$ cat src/verilog/tpg_pkg.sv
// constants, register map and state encodings of the test pattern frame generator
// assumes one 20 MHz clock and an 8-bit indirect register port in front of the block
package tpg_pkg;

    // ==========================================================
    // register map
    localparam logic [7:0] OFS_CONTROL      = 8'h01;
    localparam logic [7:0] OFS_CONFIG       = 8'h02;
    localparam logic [7:0] OFS_CHANNEL_TYPE = 8'h03;
    localparam logic [7:0] OFS_LINE_HI      = 8'h04;
    localparam logic [7:0] OFS_LINE_LO      = 8'h05;
    localparam logic [7:0] OFS_BAR_HI       = 8'h06;
    localparam logic [7:0] OFS_BAR_LO       = 8'h07;
    localparam logic [7:0] OFS_ACT_HI       = 8'h08;
    localparam logic [7:0] OFS_ACT_LO       = 8'h09;
    localparam logic [7:0] OFS_TOT_HI       = 8'h0A;
    localparam logic [7:0] OFS_TOT_LO       = 8'h0B;
    localparam logic [7:0] OFS_PERIOD_HI    = 8'h0C;
    localparam logic [7:0] OFS_PERIOD_LO    = 8'h0D;
    localparam logic [7:0] OFS_TOP_BLANK    = 8'h0E;
    localparam logic [7:0] OFS_BOTTOM_BLANK = 8'h0F;
    localparam logic [7:0] OFS_LAST         = 8'h0F;

    // ==========================================================
    // values after reset, indexed by offset
    localparam logic [7:0] RESET_VALUES [0:15] = '{
        8'h00, 8'h00, 8'h33, 8'h24, 8'h07, 8'h80, 8'h00, 8'hF0,
        8'h01, 8'hE0, 8'h02, 8'h0D, 8'h0C, 8'h67, 8'h21, 8'h0A
    };

    // ==========================================================
    // field positions
    localparam int ENABLE_BIT   = 0;
    localparam int FIXED_BIT    = 7;
    localparam int BARS_HI      = 5;
    localparam int BARS_LO      = 4;
    localparam int BLOCK_HI     = 3;
    localparam int BLOCK_LO     = 0;
    localparam int VC_HI        = 7;
    localparam int VC_LO        = 6;
    localparam int DT_HI        = 5;
    localparam int DT_LO        = 0;

    // ==========================================================
    // packet codes and byte values
    localparam logic [5:0] DT_FRAME_START = 6'h00;
    localparam logic [5:0] DT_FRAME_END   = 6'h01;
    localparam logic [7:0] COLOUR_TABLE [0:7] = '{
        8'hAA, 8'h33, 8'hF0, 8'h7F, 8'h55, 8'hCC, 8'h0F, 8'h80
    };

    // ==========================================================
    // timing
    localparam int          UNIT_NS       = 10;
    localparam int          CLK_NS        = 50;
    localparam logic [16:0] UNITS_PER_CLK = 17'(CLK_NS / UNIT_NS);

    // ==========================================================
    // buffering
    localparam int FIFO_WIDTH = 10;
    localparam int FIFO_DEPTH = 16;

    // ==========================================================
    // packet emitter states, gray along id, count low, count high, payload
    typedef enum logic [2:0] {
        TPG_EM_IDLE = 3'b000,
        TPG_EM_ID   = 3'b001,
        TPG_EM_WCL  = 3'b011,
        TPG_EM_WCH  = 3'b010,
        TPG_EM_PAY  = 3'b110
    } tpg_emit_t;

endpackage : tpg_pkg

$ cat src/verilog/tpg_frame_timing.sv
// test pattern frame generator: registers, frame and line timing, packet bytes, output fifo
// assumes synchronous inputs on mclk_i and a packet sink with valid/ready handshake
// Functional notes
// (RULE1) Virtual channel setting goes into every packet header, resets to zero.
// (RULE2) Data type setting goes into line packets, resets to RGB888 code.
// (RULE3) Sixteen-bit line size from two bytes is active line length, default 1920.
// (RULE4) Bar size sets width of every bar except the last one.
// (RULE5) Final bar fills remaining bytes up to the active line length.
// (RULE6) Sixteen-bit active line count per frame, default 480 lines.
// (RULE7) Sixteen-bit total line count sizes the frame, including blanking.
// (RULE8) Line starts spaced by line period in 10 ns units, default 31.75 us; here a due line start waits until the emitter has finished the previous packet.
// (RULE9) Top blank lines between frame start packet and first video line.
// (RULE10) Bottom blank lines between last video line and frame end packet.
// (RULE11) Generator runs only while control bit 0 is one.
// (RULE12) Config bit 7 picks colour bars or repeating fixed colour bytes.
// (RULE13) Bar count code 0..3 gives 1, 2, 4 or 8 bars, reset eight.
// (RULE14) Frames repeat while enabled; leftover lines up to total are idle.
// (RULE15) Multi-byte settings captured together at each frame boundary.

// ==========================================================
// fifo
module tpg_fifo #(
    parameter int WIDTH = 10,
    parameter int DEPTH = 16
) (
    input  wire logic             mclk_i,
    input  wire logic             rst_i,
    input  wire logic             in_valid_i,
    output logic                  in_ready_o,
    input  wire logic [WIDTH-1:0] in_data_i,
    output logic                  out_valid_o,
    input  wire logic             out_ready_i,
    output logic      [WIDTH-1:0] out_data_o
);
    localparam int AW = $clog2(DEPTH);

    logic [WIDTH-1:0] mem [0:DEPTH-1];
    logic [AW:0]      wr_ptr;
    logic [AW:0]      rd_ptr;
    wire              empty = (wr_ptr == rd_ptr);
    wire              full  = (wr_ptr[AW] != rd_ptr[AW]) && (wr_ptr[AW-1:0] == rd_ptr[AW-1:0]);
    wire              push  = in_valid_i && !full;
    wire              pop   = out_ready_i && !empty;

    assign in_ready_o  = !full;
    assign out_valid_o = !empty;
    assign out_data_o  = mem[rd_ptr[AW-1:0]];

    always_ff @(posedge mclk_i) begin
        if (push) begin
            mem[wr_ptr[AW-1:0]] <= in_data_i;
        end
    end

    always_ff @(posedge mclk_i) begin
        if (rst_i) begin
            wr_ptr <= '0;
            rd_ptr <= '0;
        end else begin
            wr_ptr <= push ? wr_ptr + 1'b1 : wr_ptr;
            rd_ptr <= pop ? rd_ptr + 1'b1 : rd_ptr;
        end
    end
endmodule // tpg_fifo

// ==========================================================
// top
module tpg_frame_timing
    import tpg_pkg::*;
(
    input  wire logic       mclk_i,
    input  wire logic       rst_i,
    input  wire logic [7:0] reg_addr_i,
    input  wire logic [7:0] reg_wdata_i,
    input  wire logic       reg_wr_i,
    input  wire logic       reg_rd_i,
    output logic      [7:0] reg_rdata_o,
    output logic            pkt_valid_o,
    input  wire logic       pkt_ready_i,
    output logic      [7:0] pkt_data_o,
    output logic            pkt_first_o,
    output logic            pkt_last_o,
    output logic            frame_active_o
);

    function automatic logic [15:0] pair(input logic [7:0] hi, input logic [7:0] lo);
        return {hi, lo};
    endfunction

    function automatic logic [3:0] bar_total(input logic [1:0] code);
        return 4'(1 << code);
    endfunction

    // ==========================================================
    // register file
    logic [7:0] regs [0:15];
    wire        addr_hit = (reg_addr_i <= OFS_LAST);
    wire  [3:0] addr_idx = reg_addr_i[3:0];
    // offset 0 holds no register, so writes there are dropped
    wire        wr_hit   = reg_wr_i && addr_hit && (addr_idx != 4'h0);

    always_ff @(posedge mclk_i) begin
        for (int i = 0; i < 16; i++) begin
            if (rst_i) begin
                regs[i] <= RESET_VALUES[i];
            end else if (wr_hit && addr_idx == 4'(i)) begin
                regs[i] <= reg_wdata_i;
            end
        end
    end

    always_ff @(posedge mclk_i) begin
        if (rst_i) begin
            reg_rdata_o <= 8'h00;
        end else if (reg_rd_i) begin
            reg_rdata_o <= addr_hit ? regs[addr_idx] : 8'h00;
        end
    end

    // (RULE11) enable bit
    wire enable = regs[OFS_CONTROL[3:0]][ENABLE_BIT];

    // ==========================================================
    // frame shadow
    logic [7:0]  sh_ctype;
    logic [7:0]  sh_config;
    logic [15:0] sh_line;
    logic [15:0] sh_bar;
    logic [15:0] sh_act;
    logic [15:0] sh_tot;
    logic [15:0] sh_period;
    logic [7:0]  sh_top;
    logic [7:0]  sh_bottom;

    logic        running;
    logic [16:0] unit_acc;
    logic [16:0] line_idx;
    tpg_emit_t   estate;

    wire        emit_busy  = (estate != TPG_EM_IDLE);
    // (RULE8) line period in 10 ns units
    wire        line_due   = (unit_acc + UNITS_PER_CLK >= {1'b0, sh_period});
    wire        take       = running && line_due && !emit_busy;
    wire [16:0] first_vid  = 17'(sh_top) + 17'd1;
    wire [16:0] after_vid  = first_vid + 17'(sh_act);
    wire [16:0] fe_line    = after_vid + 17'(sh_bottom);
    // (RULE9) video after top blanking
    wire        is_fs      = (line_idx == 17'd0);
    wire        is_video   = (line_idx >= first_vid) && (line_idx < after_vid);
    // (RULE10) frame end after bottom blanking
    wire        is_fe      = (line_idx == fe_line);
    // (RULE14) wrap after frame end and total count
    wire        wrap       = (line_idx >= fe_line) && (line_idx + 17'd1 >= 17'(sh_tot));
    wire        load_sh    = (!running && enable) || (take && wrap);

    // (RULE15) coherent capture at frame boundary
    always_ff @(posedge mclk_i) begin
        if (rst_i || load_sh) begin
            sh_ctype  <= regs[OFS_CHANNEL_TYPE[3:0]];
            sh_config <= regs[OFS_CONFIG[3:0]];
            // (RULE3) line length pair
            sh_line   <= pair(regs[OFS_LINE_HI[3:0]], regs[OFS_LINE_LO[3:0]]);
            sh_bar    <= pair(regs[OFS_BAR_HI[3:0]], regs[OFS_BAR_LO[3:0]]);
            // (RULE6) active line pair
            sh_act    <= pair(regs[OFS_ACT_HI[3:0]], regs[OFS_ACT_LO[3:0]]);
            // (RULE7) total line pair
            sh_tot    <= pair(regs[OFS_TOT_HI[3:0]], regs[OFS_TOT_LO[3:0]]);
            sh_period <= pair(regs[OFS_PERIOD_HI[3:0]], regs[OFS_PERIOD_LO[3:0]]);
            sh_top    <= regs[OFS_TOP_BLANK[3:0]];
            sh_bottom <= regs[OFS_BOTTOM_BLANK[3:0]];
        end
    end

    // ==========================================================
    // line timing
    // dropping enable clears timing at once; bytes already queued still drain
    always_ff @(posedge mclk_i) begin
        if (rst_i || !enable) begin
            running  <= 1'b0;
            unit_acc <= '0;
            line_idx <= '0;
        end else begin
            running <= 1'b1;
            if (take) begin
                unit_acc <= '0;
                line_idx <= wrap ? 17'd0 : line_idx + 17'd1;
            end else if (!line_due) begin
                unit_acc <= unit_acc + UNITS_PER_CLK;
            end
        end
    end

    // ==========================================================
    // packet emitter
    logic [5:0]  pkt_dt;
    logic        pkt_long;
    logic [15:0] pkt_wc;
    logic [15:0] pay_cnt;
    logic [15:0] bar_cnt;
    logic [2:0]  bar_idx;
    logic [3:0]  fix_idx;
    logic        push_ready;

    wire       push_valid = emit_busy;
    wire       advance    = push_valid && push_ready;
    wire       start_pkt  = take && (is_fs || is_video || is_fe);
    wire [1:0] vc         = sh_ctype[VC_HI:VC_LO];
    wire       fixed_sel  = sh_config[FIXED_BIT];
    wire [3:0] block_len  = sh_config[BLOCK_HI:BLOCK_LO];
    // (RULE13) bar count decode
    wire [2:0] last_bar   = 3'(bar_total(sh_config[BARS_HI:BARS_LO]) - 4'd1);
    wire       has_pay    = pkt_long && (pkt_wc != 16'h0000);
    wire       pay_last   = (pay_cnt + 16'd1 >= pkt_wc);
    // (RULE4) bar width reached before the last bar
    wire       bar_step   = (bar_cnt + 16'd1 >= sh_bar) && (bar_idx != last_bar);
    wire       fix_wrap   = (fix_idx + 4'd1 >= block_len);

    // (RULE12) colour bar or fixed colour bytes
    wire [7:0] pay_byte   = fixed_sel ? COLOUR_TABLE[fix_idx[2:0]] : COLOUR_TABLE[bar_idx];

    logic [7:0] push_byte;
    logic       push_first;
    logic       push_last;

    always_comb begin
        push_first = 1'b0;
        push_last  = 1'b0;
        case (estate)
            TPG_EM_ID: begin
                // (RULE1) channel in header
                push_byte  = {vc, pkt_dt};
                push_first = 1'b1;
            end
            TPG_EM_WCL: begin
                push_byte = pkt_wc[7:0];
            end
            TPG_EM_WCH: begin
                push_byte = pkt_wc[15:8];
                push_last = !has_pay;
            end
            TPG_EM_PAY: begin
                push_byte = pay_byte;
                push_last = pay_last;
            end
            default: begin
                push_byte = 8'h00;
            end
        endcase
    end

    tpg_emit_t next_estate;
    wire       line_pkt   = is_video && !is_fs && !is_fe;
    wire [5:0] line_dt    = sh_ctype[DT_HI:DT_LO];
    wire [5:0] next_dt    = is_fs ? DT_FRAME_START : (is_fe ? DT_FRAME_END : line_dt);

    // start_pkt only fires while idle, so a packet is never cut short by a new line
    always_comb begin
        next_estate = estate;
        if (start_pkt) begin
            next_estate = TPG_EM_ID;
        end else if (advance) begin
            case (estate)
                TPG_EM_ID: begin
                    next_estate = TPG_EM_WCL;
                end
                TPG_EM_WCL: begin
                    next_estate = TPG_EM_WCH;
                end
                TPG_EM_WCH: begin
                    next_estate = has_pay ? TPG_EM_PAY : TPG_EM_IDLE;
                end
                TPG_EM_PAY: begin
                    next_estate = pay_last ? TPG_EM_IDLE : TPG_EM_PAY;
                end
                default: begin
                    next_estate = TPG_EM_IDLE;
                end
            endcase
        end
    end

    always_ff @(posedge mclk_i) begin
        if (rst_i || !running) begin
            estate <= TPG_EM_IDLE;
        end else begin
            estate <= next_estate;
        end
    end

    always_ff @(posedge mclk_i) begin
        if (rst_i || !running) begin
            pkt_dt   <= DT_FRAME_START;
            pkt_long <= 1'b0;
            pkt_wc   <= '0;
        end else if (start_pkt) begin
            // (RULE2) data type for line packets
            pkt_dt   <= next_dt;
            pkt_long <= line_pkt;
            pkt_wc   <= line_pkt ? sh_line : 16'h0000;
        end
    end

    wire [15:0] next_pay_cnt = pay_cnt + 16'd1;
    wire [15:0] next_bar_cnt = bar_step ? 16'd0 : bar_cnt + 16'd1;
    wire  [2:0] next_bar_idx = bar_step ? bar_idx + 3'd1 : bar_idx;
    wire  [3:0] next_fix_idx = fix_wrap ? 4'd0 : fix_idx + 4'd1;

    // (RULE5) last bar runs to the line end
    always_ff @(posedge mclk_i) begin
        if (rst_i || estate != TPG_EM_PAY) begin
            pay_cnt <= '0;
            bar_cnt <= '0;
            bar_idx <= '0;
            fix_idx <= '0;
        end else if (advance) begin
            pay_cnt <= next_pay_cnt;
            bar_cnt <= next_bar_cnt;
            bar_idx <= next_bar_idx;
            fix_idx <= next_fix_idx;
        end
    end

    assign frame_active_o = running;

    // ==========================================================
    // output buffer
    logic [FIFO_WIDTH-1:0] fifo_out;

    tpg_fifo #(
        .WIDTH (FIFO_WIDTH),
        .DEPTH (FIFO_DEPTH)
    ) u_fifo (
        .mclk_i      (mclk_i),
        .rst_i       (rst_i),
        .in_valid_i  (push_valid),
        .in_ready_o  (push_ready),
        .in_data_i   ({push_first, push_last, push_byte}),
        .out_valid_o (pkt_valid_o),
        .out_ready_i (pkt_ready_i),
        .out_data_o  (fifo_out)
    );

    assign pkt_first_o = fifo_out[9];
    assign pkt_last_o  = fifo_out[8];
    assign pkt_data_o  = fifo_out[7:0];

endmodule // tpg_frame_timing

$ cat config.mk
export PLATFORM = sky130hd
export DESIGN_NAME = tpg_frame_timing
export DESIGN_NICKNAME = d
export VERILOG_FILES = /design/src/verilog/tpg_pkg.sv /design/src/verilog/tpg_frame_timing.sv
export SDC_FILE = /design/constraint.sdc
export NUM_CORES = 1
export LEC_CHECK = 0
export CAP_MARGIN = 25
export CORE_ASPECT_RATIO = 0.8
export CORE_MARGIN = 2
export CORE_UTILIZATION = 60
export CTS_CLUSTER_SIZE = 24
export DETAILED_ROUTE_END_ITERATION = 6
export DONT_BUFFER_PORTS = 1
export PLACE_DENSITY = 0.76
export SLEW_MARGIN = 20
export SYNTH_ARGS = -nofsm -noshare
export SYNTH_HDL_FRONTEND = slang
export SYNTH_HIERARCHICAL = 1
export SYNTH_SLANG_ARGS = --single-unit
export TNS_END_PERCENT = 5
$ cat constraint.sdc
create_clock -name mclk_i -period 15.7 [get_ports mclk_i]
set_clock_uncertainty 0.05 [all_clocks]
set_input_delay 0.785 -clock mclk_i [delete_from_list [all_inputs] [get_ports mclk_i]]
set_output_delay 0.785 -clock mclk_i [all_outputs]
set_load 0.1 [all_outputs]
# After elaboration in Yosys (flattened, before gate mapping)
# Memory sizes are Yosys's and may differ from the RTL's. A register that Yosys moved wholly into a read port is not among the register bits.
# Index checks and enable logic that the tools add are counted.
# word_totals
regBits	118
ramBits	288
mem_bits_ro	128
inputBits	21
out_inout_bits	20
wordCells	233
n_memories	4
# op_classes
add_sub_neg	12
order_cmp	11
eq_ne	25
n_shift	1
mux	91
n_bitwise	18
reduce_logical	56
# memory_table
memory	words	width	read_ports	rd_ports_with_merged_regs	write_ports	line_no	rtl
u_fifo.mem	16	10	1	1	1	tpg_frame_timing.sv:37	logic [WIDTH-1:0] mem [0:DEPTH-1];
regs	16	8	16	14	16	tpg_frame_timing.sv:96	logic [7:0] regs [0:15];
(no name shown)	8	8	1	0	0	tpg_frame_timing.sv:219	wire [7:0] pay_byte = fixed_sel ? COLOUR_TABLE[fix_idx[2:0]] : COLOUR_TABLE[bar_idx];
(no name shown)	8	8	1	0	0	tpg_frame_timing.sv:219	
# op_table
op	count
$mux 8	22
$mux 1	56
$ge 17x16->1	2
$add 16x1->16 const B	2
$eq 4x4->1 const B	8
$ge 16x16->1	2
$logic_and 1x1->1	32
$mux 16	2
$pmux 8 s4	1
$add 17x1->17 const B	1
$add 17x3->17 const B	1
$add 17x8->17	1
$add 9x16->17	1
$eq 17x17->1	1
$ge 17x17->1	1
$ge 17x9->1	1
$logic_not 17->1	1
$lt 17x17->1	1
$mux 17	1
$eq 4x3->1 const B	4
$or 1x1->1	16
$reduce_bool 16->1	1
$mux 4	3
$mux 6	2
other kinds (31)	51

# Longest topological paths before layout
# depth
depth_word	8
mapped_depth	26
mapped_depth_nobuf	24

# By module
# The synthesis kept the hierarchy.
# by_module_without_submodules
module	instances	cells_per_inst	area_each_um2	seq_area_each_um2
tpg_frame_timing	1	1612	18512.8	9339.0
tpg_fifo	1	326	7046.8	5084.9

# Worst setup path after synthesis
# Ideal clock, no wire load.
# synth_path
path_kind	register -> register
start	register sh_top[0] (read register of regs)
end	register sh_act[0] (read register of regs) (enable)
setup_ps	734
t_arrival_ps	12518
required_time_ps	14916
path_slack_ps	2398
path_stages_with_launch	21
n_path_buf	0
synth_period_minus_slack_ps	13302
path_cell_list	edfxtp_1 ha_1 nand3_1 xnor2_1 ha_1 and3_1 a211o_1 a21o_1 a21o_1 xor2_1 ha_1 a31oi_1 or4_4 or4b_4 xnor2_2 ha_1 nand4_1 or3_1 o221ai_1 o41ai_1 o21ai_0
# synth_via
elab_chain_len	8
# synth_rtl
item	line_no	rtl
from (decl)	tpg_frame_timing.sv:132	logic [7:0] sh_top;
$add 8x1->9	tpg_frame_timing.sv:144	wire [16:0] first_vid = 17'(sh_top) + 17'd1;
$add 9x16->17	tpg_frame_timing.sv:145	wire [16:0] after_vid = first_vid + 17'(sh_act);
$add 17x8->17	tpg_frame_timing.sv:146	wire [16:0] fe_line = after_vid + 17'(sh_bottom);
$ge 17x17->1	tpg_frame_timing.sv:153	wire wrap = (line_idx >= fe_line) && (line_idx + 17'd1 >= 17'(sh_tot));
$logic_and 1x1->1	tpg_frame_timing.sv:153	
$logic_and 1x1->1	tpg_frame_timing.sv:154	wire load_sh = (!running && enable) || (take && wrap);
$logic_or 1x1->1	tpg_frame_timing.sv:154	
$logic_or 1x1->1	tpg_frame_timing.sv:158	if (rst_i || load_sh) begin
to (decl)	tpg_frame_timing.sv:129	logic [15:0] sh_act;
# No other way between the ends.
# A chain may end at the register's enable or synchronous reset.

# Worst setup path in the final report
# layout_path
start	register sh_top[0] (read register of regs)
end	register sh_period[5] (read register of regs) (enable)
# layout_via
elab_chain_len	8
# layout_rtl
item	line_no	rtl
$add 8x1->9	tpg_frame_timing.sv:144	
$add 9x16->17	tpg_frame_timing.sv:145	
$add 17x8->17	tpg_frame_timing.sv:146	
$ge 17x17->1	tpg_frame_timing.sv:153	
$logic_and 1x1->1	tpg_frame_timing.sv:153	
$logic_and 1x1->1	tpg_frame_timing.sv:154	
$logic_or 1x1->1	tpg_frame_timing.sv:154	
$logic_or 1x1->1	tpg_frame_timing.sv:158	
to (decl)	tpg_frame_timing.sv:131	logic [15:0] sh_period;
# No other way between the ends.

==> results.py <==
metrics = {
    "floorplanning": {
        "die_x_um": 234.8,
        "dieArea_sq_um": 44280,
        "io_pins": 41,
        "rows": 67,
        "die_h_um": 188.6,
        "start_util": 0.6098,
        "fp.coreArea_sq_um": 41920,
    },
    "status": {
        "status": "finished, final reports clean",
    },
    "synth": {
        "synth-seq-cells": 521,
        "synth_most_common_cell": "edfxtp_1",
        "syn_avg_cell_area_sq_um": 13.19,
        "synthTopCellsByArea": "edfxtp_1, dfxtp_1, ha_1, mux4_2, mux4_1",
        "yosysTopAreaCell": "edfxtp_1",
        "ys_seq_area_frac": 0.5643,
        "synth.distinct_cells": 80,
        "synth_warnings": 6,
        "ys_top_cells_by_count": "edfxtp_1, ha_1, dfxtp_1",
        "async_reset_ff_frac": 0,
        "synth_top_area_frac": 0.4688,
        "syn_area_sq_um": 25560,
        "synthCells": 1938,
        "synth_edf_count": 399,
        "synth-main-ff-cell": "edfxtp_1",
    },
    "finish": {
        "area_delta_synth_final_pct": 8.777,
        "multi_input_area_sq_um": 10430,
        "diodes": 0,
        "post-route-util": 0.6633,
        "regArea_sq_um": 14430,
        "final_cells": 2536,
        "drive_gt1_frac": 0.09879,
        "nFillCells": 2912,
        "finalNetCount": 2117,
    },
    "clock_network": {
        "clock_latency_ns": 0.60,
        "cts_tree": "yes",
        "root_buffer": "clkbuf_16",
        "cts.clk_slew.worst_paths_ns": 0.07,
        "cts_buffer_depth": 3,
        "cts_resized": 0,
        "cts_setup_buffers": 0,
        "cts_buffers": 49,
        "cts_sinks": 521,
        "holdBufCountCts": 0,
        "cts_max_level": 2,
    },
    "critical_path": {
        "crit_type": "flip-flop to flip-flop",
        "cp.arrival_ns": 7.45,
        "timing.rr.start": "sh_top[0]",
        "crit_required_ns": 15.87,
        "worstPathMaxFanout": 64,
        "cp-end-kind": "flip-flop",
        "r2r_slack_ns": 8.43,
        "r2r_cells": 22,
        "crit_path_start_kind": "flip-flop",
        "r2r-end": "sh_period[5]",
    },
    "pwr": {
        "pwr-share-comb": 0.100,
        "seqPwrFrac": 0.504,
        "total_leakage_power_nw": 10.67,
        "internal_power_mw": 2.328,
        "p_switching_mw": 0.7519,
        "clockPowerShare": 0.396,
        "p_sw_frac": 0.2442,
        "ir_drop_v": 0.00008620,
        "powerDensity_nw_per_um2": 110.8,
    },
    "global_route": {
        "grt_max_degree": 65,
        "grt-ovfl-total": 0,
        "first_global_vias": 15560,
        "grt.total_usage": 0.2645,
        "grt_pass1_wl_um": 90270,
        "antenna_found_initial": 0,
    },
    "sta": {
        "worstMarginPinSlew_ns": 1.076,
        "setup_viol_count_final": 0,
        "fin_crit_sh": 0.4632,
        "tns_ns": 0,
        "whs_ns": 0.2462,
        "hold_violations": 0,
        "min_period_ns": 7.272,
        "grt_setup_unrepaired": "false",
        "finalMaxSlewViolations": 0,
        "fmax_mhz": 137.5,
        "relSlewSlack": 0.2820,
        "fin_ws_ns": 8.428,
    },
    "place": {
        "hpwl_um": 39970,
        "placed_cells": 2443,
        "gp_congestion": 0.8807,
        "port-buffer-count": 0,
        "preCtsSetupSlack_ns": 8.435,
    },
    "hold_path": {
        "worstHoldStart": "rst_i",
        "hold-path-endpoint": "reg_rdata_o[1]",
        "hp-class": "input pin to flip-flop",
        "min_path_cells": 1,
    },
    "route": {
        "ant_nets": 0,
        "via_per_inst": 6.250,
        "first_iter_violations": 1625,
        "drc": 0,
        "wire_per_inst_um": 22.86,
        "drt_wl_total_um": 57970,
        "first_pass_iters": 6,
        "vias": 15851,
    },
    "run": {
        "cap_violations": 0,
    },
}
[how the worst max path moves through the flow]
stage,startpoint,to,slack (ns),cells past startpoint
2_1_floorplan,sh_top[0],sh_act[0],2.40,20
3_3_place_gp,sh_top[0],sh_period[7],8.63,22
3_5_place_dp,sh_top[0],sh_period[15],8.44,22
4_1_cts,sh_top[0],sh_period[5],8.41,22
5_1_grt,sh_top[2],sh_period[15],7.96,24
6_report,sh_top[0],sh_period[5],8.43,22
[cell families after synthesis]
logic type	after synthesis	synth area share
buffers and inverters	186	0.03040
flip-flops	521	0.5643
adder cells (fa/ha/maj)	152	0.07500
multiplexers	113	0.09321
AO/OA/AOI/OAI	263	0.07020
AND/OR/NAND/NOR	556	0.1161
other	1	0.0001467
XOR/XNOR	146	0.05062
[state kept, by name, summed over array words and instances, names as in the netlist, 7 cells and up, named ones only]
name	count
sh_config	7
sh_top	8
u_fifo/mem	160
sh_bar	16
pkt_wc	16
regs	128
sh_tot	16
sh_ctype	8
reg_rdata_o	8
sh_line	16
line_idx	17
unit_acc	17
sh_period	16
bar_cnt	16
pay_cnt	16
sh_act	16
sh_bottom	8
[power by group through the flow]
| stage | logic, mW | registers (mW) | clock network (mW) |
|---|---|---|---|
| 2_1_floorplan | 0.261 | 1.57 | 0 |
| 3_3_place_gp | 0.293 | 1.58 | 0 |
| 3_5_place_dp | 0.302 | 1.58 | 0 |
| 4_1_cts | 0.305 | 1.55 | 1.23 |
| 5_1_grt | 0.335 | 1.56 | 1.28 |
| 6_report | 0.307 | 1.55 | 1.22 |
[cell usage in the layout, fill, tap and decap left out, drive strengths merged, types with 5 or more instances in the layout]
| cell | Yosys | layout |
|---|---|---|
| edfxtp | 399 | 399 |
| ha | 150 | 150 |
| dfxtp | 122 | 122 |
| nor2 | 119 | 119 |
| inv | 109 | 111 |
| and2 | 97 | 97 |
| mux4 | 90 | 90 |
| nand2 | 87 | 87 |
| xor2 | 81 | 81 |
| a21oi | 69 | 69 |
| xnor2 | 65 | 65 |
| clkbuf | 51 | 59 |
| nand3 | 53 | 53 |
| o21ai | 48 | 48 |
| a22o | 45 | 45 |
| or3 | 42 | 42 |
| and3 | 40 | 40 |
| a21o | 35 | 35 |
| buf | 26 | 24 |
| nor2b | 22 | 22 |
| nand2b | 21 | 21 |
| clkinv | 0 | 21 |
| nand4 | 20 | 20 |
| nor3 | 19 | 19 |
| mux2i | 16 | 16 |
| nor4 | 9 | 9 |
| o22ai | 8 | 8 |
| conb | 1 | 8 |
| mux2 | 7 | 7 |
| bufinv | 0 | 6 |
| a211oi | 6 | 6 |
| o21a | 5 | 5 |
| and4 | 5 | 5 |
[through the flow]
step	total power [mW]	instance area, sq um
5_1_grt	3.172	27800
3_5_place_dp	1.883	26110
3_3_place_gp	1.874	26040
6_report	3.080	27800
4_1_cts	3.090	27770
2_1_floorplan	1.829	25590
[cell type report]
type	instances	share of cell area
Tap cell	552	0.02484
Clock buffer	58	0.04644
Multi-Input combinational cell	1238	0.3750
Clock inverter	33	0.01328
Timing Repair Buffer	25	0.006885
Sequential cell	521	0.5188
Inverter	109	0.01472
[worst max-delay path, cell delays in order (launching register included)]
cell	delay, ns
edfxtp_1	0.42
ha_1	0.27
nand3_1	0.11
xnor2_1	0.15
ha_1	0.33
and3_1	0.18
a211o_1	0.37
a21o_1	0.20
a21o_1	0.18
xor2_1	0.16
ha_1	0.34
a31oi_1	0.12
or4_4	0.45
or4b_4	0.51
xnor2_2	0.14
ha_1	0.31
nand4_1	0.15
or3_1	0.38
o221ai_1	0.37
o41ai_2	0.24
o21ai_4	0.17
buf_4	0.50
buf_4	0.73
[metal layers]
layer / vias to the layer above / part of all wire / wire length, um / global-route usage
met5: - / 0 / 0 / 0
met4: 0 / 0.022 / 1254 / 0.06621
met3: 95 / 0.097 / 5595 / 0.06285
met2: 712 / 0.46 / 26390 / 0.4113
met1: 7815 / 0.43 / 24730 / 0.3785
li1: 7229 / - / - / -
No activity file was read; power rests on OpenSTA's default activity.
